===== src/spr_map_cfg.svh =====
`ifndef SPR_MAP_CFG_SVH
`define SPR_MAP_CFG_SVH

// Special-register numbers (10-bit operand field).
`define SPRN_XER_FLAGS    10'h001
`define SPRN_RET_ADDR     10'h008
`define SPRN_LOOP_COUNT   10'h009
`define SPRN_FAULT_CAUSE  10'h012
`define SPRN_FAULT_ADDR   10'h013
`define SPRN_DOWN_COUNT   10'h016
`define SPRN_VEC_SAVE     10'h100
`define SPRN_TB_LOW_RD    10'h10c
`define SPRN_TB_HIGH_RD   10'h10d
`define SPRN_EXT_ACCESS   10'h11a
`define SPRN_TB_LOW_WR    10'h11c
`define SPRN_TB_HIGH_WR   10'h11d
`define SPRN_UMON_C       10'h3a0
`define SPRN_UCNT_5       10'h3a1
`define SPRN_UCNT_6       10'h3a2
`define SPRN_UMON_A       10'h3a8
`define SPRN_UCNT_1       10'h3a9
`define SPRN_UCNT_2       10'h3aa
`define SPRN_USAMPLED_PC  10'h3ab
`define SPRN_UMON_B       10'h3ac
`define SPRN_UCNT_3       10'h3ad
`define SPRN_UCNT_4       10'h3ae
`define SPRN_IMPL_A       10'h3f0
`define SPRN_IMPL_B       10'h3f1
`define SPRN_INSTR_BKPT   10'h3f2
`define SPRN_DATA_BKPT    10'h3f5

// Field layout.
`define XER_STR_LSB       16
`define XER_STR_MSB       23
`define IMPLB_CLKCFG_MSB  5
`define IMPLB_CLKCFG_LSB  0
`define IMPLB_WR_MASK     32'hffff_ffc0
`define BKPT_ENABLE_BIT   0

// Reset values.
`define RST_WORD          32'h0000_0000

// Time base pacing: one tick per four system-bus clock periods.
`define TB_BUS_DIV        4

`endif


===== src/spr_map_pkg.sv =====
package spr_map_pkg;

	typedef enum logic [1:0] {
		op_none,
		op_move_to,
		op_move_from,
		op_move_from_tb
	} spr_op_t;

	typedef struct packed {
		spr_op_t     op;
		logic [9:0]  num;
		logic [31:0] wdata;
	} spr_req_t;

	typedef struct packed {
		logic        valid;
		logic [31:0] rdata;
		logic        illegal;
		logic        unmapped;
	} spr_rsp_t;

	typedef struct packed {
		logic        fault;
		logic [31:0] addr;
		logic [31:0] cause;
	} fault_info_t;

	typedef struct packed {
		logic        link;
		logic [31:0] next_pc;
		logic        dec_count;
		logic        cr_we;
		logic [2:0]  cr_field;
		logic [3:0]  cr_value;
	} branch_upd_t;

endpackage


===== src/bkpt_match.sv =====
`timescale 1ns/1ps
`default_nettype none
`include "spr_map_cfg.svh"

// Registered address compare against one breakpoint register.
module bkpt_match (
	input  wire logic        mclk,   // Core clock.
	input  wire logic        srst,   // Synchronous reset.
	input  wire logic [31:0] bkpt,   // Breakpoint word, bit 0 enables.
	input  wire logic        valid,  // Access address is valid.
	input  wire logic [31:0] addr,   // Access address.
	output var  logic        hit     // Registered match flag, high the cycle after each matching access.
);

	logic hit_d;

	// Word address compare; the low bits carry the enable.
	always_comb begin
		hit_d = valid && bkpt[`BKPT_ENABLE_BIT] &&
			(addr[31:2] == bkpt[31:2]);
	end

	always_ff @(posedge mclk) begin
		if (srst) begin
			hit <= 1'b0;
		end else begin
			hit <= hit_d;
		end
	end

endmodule // bkpt_match

`default_nettype wire


===== src/core_special_register_map.sv =====
`timescale 1ns/1ps
`default_nettype none
`include "spr_map_cfg.svh"

module core_special_register_map (
	input  wire logic                      mclk,        // Core clock.
	input  wire logic                      srst,        // Sync reset.
	input  wire spr_map_pkg::spr_req_t     req,         // Move request.
	output var  spr_map_pkg::spr_rsp_t     rsp,         // Move answer.
	input  wire spr_map_pkg::branch_upd_t  br,          // Branch updates.
	input  wire spr_map_pkg::fault_info_t  flt,         // Fault capture.
	input  wire logic                      bus_tick,    // Bus clock pulse.
	input  wire logic [5:0]                clk_cfg,     // Clock config pins.
	input  wire logic [31:0]               mon_ctl_a,   // Supervisor ctl a.
	input  wire logic [31:0]               mon_ctl_b,   // Supervisor ctl b.
	input  wire logic [31:0]               mon_ctl_c,   // Supervisor ctl c.
	input  wire logic [191:0]              mon_counts,  // Six event counts.
	input  wire logic [31:0]               sampled_pc,  // Sampled address.
	input  wire logic                      fetch_vld,   // Fetch address valid.
	input  wire logic [31:0]               fetch_addr,  // Fetch address.
	input  wire logic                      data_vld,    // Data access valid.
	input  wire logic [31:0]               data_addr,   // Data effective addr.
	input  wire logic [4:0]                fpr_raddr,   // Float read index.
	input  wire logic                      fpr_we,      // Float write enable.
	input  wire logic [4:0]                fpr_waddr,   // Float write index.
	input  wire logic [63:0]               fpr_wdata,   // Float write data.
	output var  logic [63:0]               fpr_rdata,   // Float read data.
	output var  logic [31:0]               cond_flags,  // Condition flags.
	output var  logic [31:0]               loop_target, // Count target.
	output var  logic [31:0]               ret_target,  // Return target.
	output var  logic                      dec_irq,     // Decrementer event.
	output var  logic                      ibkpt_hit,   // Fetch breakpoint.
	output var  logic                      dbkpt_hit,   // Data breakpoint.
	output var  logic [31:0]               impl_a_out   // Impl control a.
);

	// ----------------------------------------------------------------
	// Storage
	// ----------------------------------------------------------------
	logic [31:0] xer_q, xer_d;
	logic [31:0] ret_q, ret_d;
	logic [31:0] cnt_q, cnt_d;
	logic [31:0] cause_q, cause_d;
	logic [31:0] faddr_q, faddr_d;
	logic [31:0] dec_q, dec_d;
	logic [31:0] vsave_q, vsave_d;
	logic [31:0] ear_q, ear_d;
	logic [31:0] tbl_q, tbl_d;
	logic [31:0] tbu_q, tbu_d;
	logic [31:0] impla_q, impla_d;
	logic [31:0] implb_q, implb_d;
	logic [31:0] instr_breakpoint_addr_q, instr_breakpoint_addr_d;
	logic [31:0] data_breakpoint_addr_q, data_breakpoint_addr_d;
	logic [31:0] cr_q, cr_d;
	logic        dec_irq_d;
	logic [63:0] fpr_mem [32];
	spr_map_pkg::spr_rsp_t rsp_d;
	logic        tb_tick;
	logic        wr;
	logic        rd;

	// ----------------------------------------------------------------
	// Pacing
	// ----------------------------------------------------------------
	// quarter bus rate
	tick_divider #(
		.DIV(`TB_BUS_DIV)
	) u_tb_div (
		.mclk    (mclk),
		.srst    (srst),
		.bus_tick(bus_tick),
		.tick    (tb_tick)
	);

	// ----------------------------------------------------------------
	// Breakpoints
	// ----------------------------------------------------------------
	// instruction address compare
	bkpt_match u_ibkpt (
		.mclk (mclk),
		.srst (srst),
		.bkpt (instr_breakpoint_addr_q),
		.valid(fetch_vld),
		.addr (fetch_addr),
		.hit  (ibkpt_hit)
	);

	bkpt_match u_dbkpt (
		.mclk (mclk),
		.srst (srst),
		.bkpt (data_breakpoint_addr_q),
		.valid(data_vld),
		.addr (data_addr),
		.hit  (dbkpt_hit)
	);

	assign wr = (req.op == spr_map_pkg::op_move_to);
	assign rd = (req.op == spr_map_pkg::op_move_from);

	// ----------------------------------------------------------------
	// Register writes and hardware updates
	// ----------------------------------------------------------------
	// Hardware updates are applied after software writes so that a
	// same-cycle event is never lost.
	always_comb begin
		xer_d   = xer_q;
		ret_d   = ret_q;
		cnt_d   = cnt_q;
		cause_d = cause_q;
		faddr_d = faddr_q;
		dec_d   = dec_q;
		vsave_d = vsave_q;
		ear_d   = ear_q;
		tbl_d   = tbl_q;
		tbu_d   = tbu_q;
		impla_d = impla_q;
		implb_d = implb_q;
		instr_breakpoint_addr_d  = instr_breakpoint_addr_q;
		data_breakpoint_addr_d  = data_breakpoint_addr_q;
		cr_d    = cr_q;
		dec_irq_d = 1'b0;
		if (wr) begin
			case (req.num)
				`SPRN_XER_FLAGS:   xer_d[`XER_STR_MSB:`XER_STR_LSB] =
					req.wdata[`XER_STR_MSB:`XER_STR_LSB];
				`SPRN_RET_ADDR:    ret_d   = req.wdata;
				`SPRN_LOOP_COUNT:  cnt_d   = req.wdata;
				`SPRN_FAULT_CAUSE: cause_d = req.wdata;
				`SPRN_FAULT_ADDR:  faddr_d = req.wdata;
				`SPRN_DOWN_COUNT:  dec_d   = req.wdata;
				`SPRN_VEC_SAVE:    vsave_d = req.wdata;
				`SPRN_EXT_ACCESS:  ear_d   = req.wdata;
				`SPRN_TB_LOW_WR:   tbl_d   = req.wdata;
				`SPRN_TB_HIGH_WR:  tbu_d   = req.wdata;
				`SPRN_IMPL_A:      impla_d = req.wdata;
				`SPRN_IMPL_B:      implb_d = req.wdata & `IMPLB_WR_MASK;
				`SPRN_INSTR_BKPT:  instr_breakpoint_addr_d  = req.wdata;
				`SPRN_DATA_BKPT:   data_breakpoint_addr_d  = req.wdata;
				default: ;
			endcase
		end
		// time base up, down counter down
		if (tb_tick) begin
			{tbu_d, tbl_d} = {tbu_d, tbl_d} + 64'h1;
			dec_d = dec_d - 32'h1;
			if (dec_d == 32'hffff_ffff) begin
				dec_irq_d = 1'b1;
			end
		end
		if (br.cr_we) begin
			cr_d[{br.cr_field, 2'b00} +: 4] = br.cr_value;
		end
		if (br.dec_count) begin
			cnt_d = cnt_d - 32'h1;
		end
		if (br.link) begin
			ret_d = br.next_pc;
		end
		if (flt.fault) begin
			faddr_d = flt.addr;
			cause_d = flt.cause;
		end
	end

	always_ff @(posedge mclk) begin
		if (srst) begin
			xer_q   <= `RST_WORD;
			ret_q   <= `RST_WORD;
			cnt_q   <= `RST_WORD;
			cause_q <= `RST_WORD;
			faddr_q <= `RST_WORD;
			dec_q   <= `RST_WORD;
			vsave_q <= `RST_WORD;
			ear_q   <= `RST_WORD;
			tbl_q   <= `RST_WORD;
			tbu_q   <= `RST_WORD;
			impla_q <= `RST_WORD;
			implb_q <= `RST_WORD;
			instr_breakpoint_addr_q  <= `RST_WORD;
			data_breakpoint_addr_q  <= `RST_WORD;
			cr_q    <= `RST_WORD;
			dec_irq <= 1'b0;
		end else begin
			xer_q   <= xer_d;
			ret_q   <= ret_d;
			cnt_q   <= cnt_d;
			cause_q <= cause_d;
			faddr_q <= faddr_d;
			dec_q   <= dec_d;
			vsave_q <= vsave_d;
			ear_q   <= ear_d;
			tbl_q   <= tbl_d;
			tbu_q   <= tbu_d;
			impla_q <= impla_d;
			implb_q <= implb_d;
			instr_breakpoint_addr_q  <= instr_breakpoint_addr_d;
			data_breakpoint_addr_q  <= data_breakpoint_addr_d;
			cr_q    <= cr_d;
			dec_irq <= dec_irq_d;
		end
	end

	// ----------------------------------------------------------------
	// Reads
	// ----------------------------------------------------------------
	// vector status and data registers are never decoded here.
	always_comb begin
		rsp_d = '0;
		if (req.op == spr_map_pkg::op_move_from_tb) begin
			rsp_d.valid = 1'b1;
			case (req.num)
				`SPRN_TB_LOW_RD:  rsp_d.rdata = tbl_q;
				`SPRN_TB_HIGH_RD: rsp_d.rdata = tbu_q;
				`SPRN_TB_LOW_WR,
				`SPRN_TB_HIGH_WR: rsp_d.illegal = 1'b1;
				default:          rsp_d.unmapped = 1'b1;
			endcase
		end else if (rd) begin
			rsp_d.valid = 1'b1;
			case (req.num)
				// only the string byte is visible
				`SPRN_XER_FLAGS:   rsp_d.rdata[`XER_STR_MSB:`XER_STR_LSB] =
					xer_q[`XER_STR_MSB:`XER_STR_LSB];
				`SPRN_RET_ADDR:    rsp_d.rdata = ret_q;
				`SPRN_LOOP_COUNT:  rsp_d.rdata = cnt_q;
				`SPRN_FAULT_CAUSE: rsp_d.rdata = cause_q;
				`SPRN_FAULT_ADDR:  rsp_d.rdata = faddr_q;
				`SPRN_DOWN_COUNT:  rsp_d.rdata = dec_q;
				`SPRN_VEC_SAVE:    rsp_d.rdata = vsave_q;
				`SPRN_EXT_ACCESS:  rsp_d.rdata = ear_q;
				`SPRN_UMON_A:      rsp_d.rdata = mon_ctl_a;
				`SPRN_UMON_B:      rsp_d.rdata = mon_ctl_b;
				`SPRN_UMON_C:      rsp_d.rdata = mon_ctl_c;
				`SPRN_UCNT_1:      rsp_d.rdata = mon_counts[31:0];
				`SPRN_UCNT_2:      rsp_d.rdata = mon_counts[63:32];
				`SPRN_UCNT_3:      rsp_d.rdata = mon_counts[95:64];
				`SPRN_UCNT_4:      rsp_d.rdata = mon_counts[127:96];
				`SPRN_UCNT_5:      rsp_d.rdata = mon_counts[159:128];
				`SPRN_UCNT_6:      rsp_d.rdata = mon_counts[191:160];
				`SPRN_USAMPLED_PC: rsp_d.rdata = sampled_pc;
				`SPRN_IMPL_A:      rsp_d.rdata = impla_q;
				`SPRN_IMPL_B: begin
					rsp_d.rdata = implb_q;
					rsp_d.rdata[`IMPLB_CLKCFG_MSB:`IMPLB_CLKCFG_LSB] = clk_cfg;
				end
				`SPRN_INSTR_BKPT:  rsp_d.rdata = instr_breakpoint_addr_q;
				`SPRN_DATA_BKPT:   rsp_d.rdata = data_breakpoint_addr_q;
				default:           rsp_d.unmapped = 1'b1;
			endcase
		end else if (wr) begin
			rsp_d.valid = 1'b1;
			case (req.num)
				`SPRN_XER_FLAGS, `SPRN_RET_ADDR, `SPRN_LOOP_COUNT,
				`SPRN_FAULT_CAUSE, `SPRN_FAULT_ADDR, `SPRN_DOWN_COUNT,
				`SPRN_VEC_SAVE, `SPRN_EXT_ACCESS, `SPRN_TB_LOW_WR,
				`SPRN_TB_HIGH_WR, `SPRN_IMPL_A, `SPRN_IMPL_B,
				`SPRN_INSTR_BKPT, `SPRN_DATA_BKPT: ;
				default: rsp_d.unmapped = 1'b1;
			endcase
		end
	end

	always_ff @(posedge mclk) begin
		if (srst) begin
			rsp         <= '0;
			cond_flags  <= `RST_WORD;
			loop_target <= `RST_WORD;
			ret_target  <= `RST_WORD;
			impl_a_out  <= `RST_WORD;
		end else begin
			rsp         <= rsp_d;
			cond_flags  <= cr_d;
			loop_target <= cnt_d;
			ret_target  <= ret_d;
			impl_a_out  <= impla_d;
		end
	end

	// ----------------------------------------------------------------
	// Float register file
	// ----------------------------------------------------------------
	// 32 entries, registered read; no reset on the array itself.
	always_ff @(posedge mclk) begin
		if (fpr_we) begin
			fpr_mem[fpr_waddr] <= fpr_wdata;
		end
	end

	always_ff @(posedge mclk) begin
		if (srst) begin
			fpr_rdata <= 64'h0;
		end else begin
			fpr_rdata <= fpr_mem[fpr_raddr];
		end
	end

endmodule // core_special_register_map

`default_nettype wire


===== src/tick_divider.sv =====
`timescale 1ns/1ps
`default_nettype none

// Produces one enable pulse for every DIV pulses of bus_tick.
module tick_divider #(
	parameter int unsigned DIV = 4
) (
	input  wire logic mclk,     // Core clock.
	input  wire logic srst,     // Synchronous reset.
	input  wire logic bus_tick, // One pulse per system-bus clock.
	output var  logic tick      // One pulse per DIV bus clocks.
);

	logic [7:0] cnt_q;
	logic [7:0] cnt_d;
	logic       tick_d;

	always_comb begin
		cnt_d  = cnt_q;
		tick_d = 1'b0;
		if (bus_tick) begin
			if (cnt_q == 8'(DIV - 1)) begin
				cnt_d  = 8'h00;
				tick_d = 1'b1;
			end else begin
				cnt_d = cnt_q + 8'h01;
			end
		end
	end

	always_ff @(posedge mclk) begin
		if (srst) begin
			cnt_q <= 8'h00;
			tick  <= 1'b0;
		end else begin
			cnt_q <= cnt_d;
			tick  <= tick_d;
		end
	end

endmodule // tick_divider

`default_nettype wire

===== config.mk =====
export PLATFORM = sky130hd
export DESIGN_NAME = core_special_register_map
export DESIGN_NICKNAME = d
export VERILOG_FILES = /design/src/spr_map_pkg.sv /design/src/bkpt_match.sv /design/src/core_special_register_map.sv /design/src/tick_divider.sv
export VERILOG_INCLUDE_DIRS = /design/src
export SDC_FILE = /design/constraint.sdc
export NUM_CORES = 2
export LEC_CHECK = 0
export BUFFER_PORTS_ARGS = -buffer_cell sky130_fd_sc_hd__buf_2
export CORE_UTILIZATION = 40
export CTS_CLUSTER_DIAMETER = 200
export CTS_CLUSTER_SIZE = 28
export DETAILED_ROUTE_END_ITERATION = 6
export PLACE_DENSITY_LB_ADDON = 0.25
export SLEW_MARGIN = 5
export SYNTH_ARGS = -nofsm -noshare
export SYNTH_HDL_FRONTEND = slang
export SYNTH_SLANG_ARGS = --single-unit
export TNS_END_PERCENT = 20

===== constraint.sdc =====
create_clock -name mclk -period 14.88 [get_ports mclk]
set_input_delay 1.488 -clock mclk [delete_from_list [all_inputs] [get_ports mclk]]
set_output_delay 1.488 -clock mclk [all_outputs]
set_load 0.05 [all_outputs]

# --- Word level (Yosys, flattened, before mapping) ---
# Memories as Yosys holds them, arrays and structs flattened. A register that Yosys moved wholly into a read port is not among the register bits.
# Index checks and enable logic that the tools add are counted.
# W data, S select, Z words.
word_totals:
  out_inout_bits: 230
  mem_bits_rw: 2048
  elab_cells: 136
  memories: 1
  reg_bits: 497
mem_list:
  columns: ["name", "depth", "width", "rd", "rd_clocked_by_memory_dff", "wr", "line", "rtl"]
  rows:
  - ["fpr_mem", 32, 64, 1, 1, 1, "core_special_register_map.sv:56", "logic [63:0] fpr_mem [32];"]
op_classes:
  mux: 42
  shift: 2
  add_sub_neg: 5
  n_reduce_logical: 26
  bitwise_logic: 3
  n_eq_ne: 33
op_table:
  columns: ["op", "count"]
  rows:
  - ["$mux W32", 22]
  - ["$pmux W16 S21", 1]
  - ["$pmux W8 S22", 1]
  - ["$pmux W8 S21", 1]
  - ["$eq A10 B10 Y1 const B", 14]
  - ["$add A64 B1 Y64 const B", 1]
  - ["$pmux W32 S2", 1]
  - ["$sub A32 B1 Y32 const B", 2]
  - ["$eq A10 B9 Y1 const B", 6]
  - ["$eq A30 B30 Y1", 2]
  - ["$mux W33", 1]
  - ["$bwmux W32", 1]
  - ["$eq A32 B32 Y1 const B", 1]
  - ["$shift A4 B7 Y32 const A", 1]
  - ["$shiftx A4 B7 Y32", 1]
  - ["$eq A10 B5 Y1 const B", 3]
  - ["$reduce_or A22 Y1", 1]
  - ["$eq A10 B4 Y1 const B", 2]
  - ["$reduce_and A2 Y1", 10]
  - ["$reduce_or A14 Y1", 1]
  - ["$mux W1", 13]
  - ["$eq A10 B1 Y1 const B", 1]
  - ["$reduce_bool A2 Y1", 5]
  - ["$add A8 B1 Y8 const B", 1]
  - ["other kinds (9)", 18]

# --- Longest topological paths before layout ---
logic_depth:
  word_depth: 6
  ltp_mapped: 20
  mapped_depth_nobuf: 12

# --- Cells and area by module ---
# Synthesis repeated with hierarchy kept, for this count alone.
hier_totals:
  cells_unflattened: 6659
  hier_area_um2: 106340.7
modules_own_cells:
  columns: ["mod", "cells_per_inst", "n_inst", "area_each_um2", "seq_area_each_um2"]
  rows:
  - ["core_special_register_map", 6531, 1, 105223.4, 72509.5]
  - ["bkpt_match", 43, 2, 359.1, 20.0]
  - ["tick_divider", 42, 1, 399.1, 180.2]

# --- Worst setup path before layout ---
# Ideal clock, no wire load.
synth_timing:
  kind: "input-to-reg"
  startpoint: "in req[42] (netlist name)"
  endpoint: "reg dec_irq"
  cell_stages: 20
  t_arrival_ns: 6.184
  n_path_buf: 8
  setup_slack_ns: 8.635
  t_required_ns: 14.819
  cell_sequence: "clkbuf_1 nor2b_1 clkbuf_1 nand4_1 clkbuf_1 clkbuf_1 clkbuf_1 buf_1 mux2i_1 ha_1 buf_1 nand2_1 mux2i_1 nand4_1 nor4bb_1 buf_1 a21oi_1 nand4b_1 a2111oi_0 and4_1"
synth_between:
  elab_chain_len: 5
synth_lines:
  columns: ["item", "line", "rtl"]
  rows:
  - ["start, declared", "core_special_register_map.sv:8", "input wire spr_map_pkg::spr_req_t req,"]
  - ["$eq A2 B1 Y1", "core_special_register_map.sv:97", "assign wr = (req.op == spr_map_pkg::op_move_to);"]
  - ["$mux W32", "core_special_register_map.sv:122", "if (wr) begin"]
  - ["$sub A32 B1 Y32", "core_special_register_map.sv:145", "dec_d = dec_d - 32'h1;"]
  - ["$eq A32 B32 Y1", "core_special_register_map.sv:146", "if (dec_d == 32'hffff_ffff) begin"]
  - ["$mux W1", "core_special_register_map.sv:146", null]
  - ["end signal, assigned", "core_special_register_map.sv:199", "dec_irq <= dec_irq_d;"]
  - ["end, declared", "core_special_register_map.sv:31", "output var logic dec_irq,"]
# Every way passes these cells.
# A chain may end at the register's enable or synchronous reset.

# --- Worst setup path after layout ---
layout_timing:
  startpoint: "in req[39] (netlist name)"
  endpoint: "reg loop_target[30]"
layout_between:
  elab_chain_len: 5
layout_lines:
  columns: ["item", "line", "rtl"]
  rows:
  - ["$eq A10 B4 Y1 (*)", "core_special_register_map.sv:123", "case (req.num)"]
  - ["$mux W32 (*)", "core_special_register_map.sv:123", null]
  - ["$mux W32 (*)", "core_special_register_map.sv:122", null]
  - ["$sub A32 B1 Y32", "core_special_register_map.sv:154", "cnt_d = cnt_d - 32'h1;"]
  - ["$mux W32 (*)", "core_special_register_map.sv:153", "if (br.dec_count) begin"]
  - ["end signal, assigned", "core_special_register_map.sv:267", "loop_target <= `RST_WORD;"]
  - ["end signal, assigned", "core_special_register_map.sv:273", "loop_target <= cnt_d;"]
  - ["end, declared", "core_special_register_map.sv:29", "output var logic [31:0] loop_target,"]
# Mark *: on every way between the ends. The rest lies on a longest branch, timed or not.

==> summary.txt <==
CTS tree -> done
Root buf cell -> clkbuf_16
Slack of the worst reg-to-reg path -> 10.91 ns
Most frequent cell after synthesis -> edfxtp_1
Reg power frac -> 62.6%
Clk pwr share -> 28.2%
Critical Path RT -> 15.56 ns
Net Switching -> 3.16 mW
Residual DRC -> 50
Relative slew margins -> 2.47%
WS Path Type -> input pin to flip-flop
P_int -> 9.71 mW
Path depth of the worst reg2reg path -> 10
Setup Viol. Count Final -> 0
Initial antenna violation count -> 104
Critical Path Source -> req[39]
Worst hold path depth -> 2
Vias -> 67,100
# Post-CTS Setup Buffers -> 0
Clock skew -> 0.0690 ns
RSZ-0062 raised after global routing -> no
Post-synth EDFFs -> 2,048
DRT Wirelength -> 406 mm
Sequential fraction of the synthesis area -> 68.5%
Dpl hpwl -> 258 mm
Minimum clock period -> 6.13 ns
P&R area growth vs syn -> 11.2%
Setup_tns -> 0 ns
Startpoint Class -> input pin
Final Hold Viols -> 0
Non-Filler Instances -> 10,900
Clk_lat worst skew -> 0.83 ns
TritonCTS Buffers -> 103
CP max FO -> 50
Die area -> 267,000 um2
Slew Viols, Final -> 0
Clock Tree Buf Depth -> 3
Grt ovf -> 0
Hold Startpoint -> vsave_q[3]
PwrDens -> 109 nW/um2
Total core area -> 263,000 um2
Failing checks -> DRC
FP Rows -> 188
WHS Endpoint -> vsave_q[3]
Routability cong. -> 1.01
Max cap viols -> 0
Mean routed wirelength per cell -> 37.2 um
WP data arrival -> 6.81 ns
# clock sinks -> 2,609
Vias in the first global route -> 64,700
Mapped Nets -> 7,267
Share of cells above drive strength 1 -> 25.8%
Port Buffers -> 846
GRT Overall Usage -> 29.9%
Synth top cells by count -> 2,048 x edfxtp_1, 640 x mux4_2, 587 x nand2_1
Pre-Repair DR Iteration Count -> 7
Mapped cell area -> 106,000 um2
Post-synth top area cell -> edfxtp_1
Top cell type's share of synthesized area -> 57.9%
VDD IR max -> 91.6 uV
Post-CTS sizing -> 0
Inst Count DP -> 10,700
Tcrit/Tclk final -> 41.2%
First-pass GRT wire length -> 545 mm
Yosys cell types -> 72
Yosys reg bits -> 2,609
Sw frac -> 24.6%
Worst-Margin Slew -> 1.46 ns
Status -> finished with violations
Yosys warns -> 0
Die Height -> 517 um
Clock slew at reported path FFs -> 0.12 ns
FF-to-FF End -> loop_target[30]
Critical path endpoint category -> flip-flop
Initial drt markers -> 9,614
Detail Route Antenna Nets -> 0
Initial Util -> 40.3%
Width of the die -> 517 um
CTS H-tree depth -> 3
DR vias/cell -> 6.14
Syn Area/Cell -> 16.0 um2
Async SR Flop Fraction -> 0%
Fmax -> 0.163 GHz
# IOs -> 851
Largest cells by area after synthesis -> edfxtp_1 58%, mux4_2 14%, dfxtp_1 11%
P_leak -> 38.9 nW
Crit Reg-Reg Startpoint -> loop_target[0]
Final hold slack -> 0.459 ns
Hold Crit Class -> flip-flop to flip-flop
Main synth FF type -> edfxtp_1
Nets -> 7,925
Combinational Power Share -> 9.2%
Count of hold-fix buffers inserted at cts -> 0
Largest net degree at the start of global routing -> 124
Synth Instances -> 6,639
==> cell usage in the layout, fill, tap and decap left out, types with 35 or more instances in the layout <==
cell,synthesis,final
a21oi_1,384,384
buf_4,1,187
nor2_1,504,458
nand3_1,138,138
mux4_2,640,640
nor2_4,0,45
clkbuf_1,379,71
nand4_1,92,92
a222oi_1,80,80
mux2i_1,254,254
a22oi_1,176,176
a22o_1,38,38
buf_2,3,839
diode_2,0,48
edfxtp_1,2048,2048
dfxtp_1,561,561
nor3_1,91,80
clkbuf_16,0,103
xnor2_1,99,99
xor2_1,93,93
nand2_1,587,586
nor4_1,44,35
==> logic make-up after synthesis <==
| family | share of synthesized area, % |
|---|---|
| compound gates | 5.21 |
| xor+xnor | 1.58 |
| fa+ha+maj | 0.0825 |
| buf+inv | 1.77 |
| flops | 68.5 |
| mux | 16.2 |
| simple gates | 6.64 |
==> stage by stage <==
step | utilization, % | power, mW | cell area, um2 | setup slack, ns
5_1_grt | 44.8 | 13.2 | 118000 | 8.32
4_1_cts | 44.8 | 12.9 | 118000 | 8.97
2_1_floorplan | - | 8.85 | 106000 | 8.64
3_5_place_dp | 43.7 | 9.39 | 115000 | 8.11
6_report | 44.9 | 12.9 | 118000 | 8.75
3_3_place_gp | 43.7 | 9.37 | 115000 | 8.17
==> critical path: stages <==
cell,delay [ns]
buf_2,0.13
or4_1,0.58
or4_2,0.62
buf_4,0.36
mux2i_1,0.37
ha_1,0.20
and2_1,0.14
o211ai_1,0.20
a2111oi_1,0.84
o2111ai_1,0.44
nor4_1,0.68
nand3_1,0.37
o21ai_0,0.25
o31ai_1,0.09
==> how the worst max path moves through the flow <==
stage,depth (start not counted),endpoint
final,14,loop_target[30]
after global routing,14,loop_target[30]
after CTS,14,loop_target[28]
after detailed placement,14,loop_target[28]
after global placement,14,loop_target[30]
after floorplan,20,dec_irq
==> metal layers <==
layer	GRT usage (%)	part of all wire, %
met1	35.9	36
met2	48.2	47
met3	6.06	8.2
met4	21.4	8.3
met5	0	0.073
==> power groups by stage <==
stage                     registers (mW)  logic [mW]  clock network [mW]
final                               8.05        1.19                3.63
after global routing                8.06        1.24                3.91
after CTS                           8.05        1.18                3.70
after detailed placement            8.21        1.17                   0
after global placement              8.21        1.16                   0
after floorplan                     8.31       0.541                   0
==> registers in the layout, indices dropped and copies added (netlist names), 32 cells and up <==
register / cells
impl_a_out: 32
fpr_mem: 2048
loop_target: 32
vsave_q: 32
cause_q: 32
tbu_q: 32
faddr_q: 32
ear_q: 32
rsp: 35
cond_flags: 32
ret_target: 32
fpr_rdata: 64
data_breakpoint_addr_q: 32
dec_q: 32
tbl_q: 32
instr_breakpoint_addr_q: 32
==> area by class of cell <==
| class | count | area, um2 |
|---|---|---|
| well taps | 3515 | 4400 |
| inverters | 12 | 45.0 |
| clock buffers | 174 | 2840 |
| repair buffers | 1035 | 5750 |
| clock inverters | 8 | 181 |
| diodes | 48 | 120 |
| multi-input cells | 3536 | 32000 |
| flip-flops and latches | 2609 | 72700 |
| fillers | 23300 | 145000 |
(Power assumes the default switching activity.)
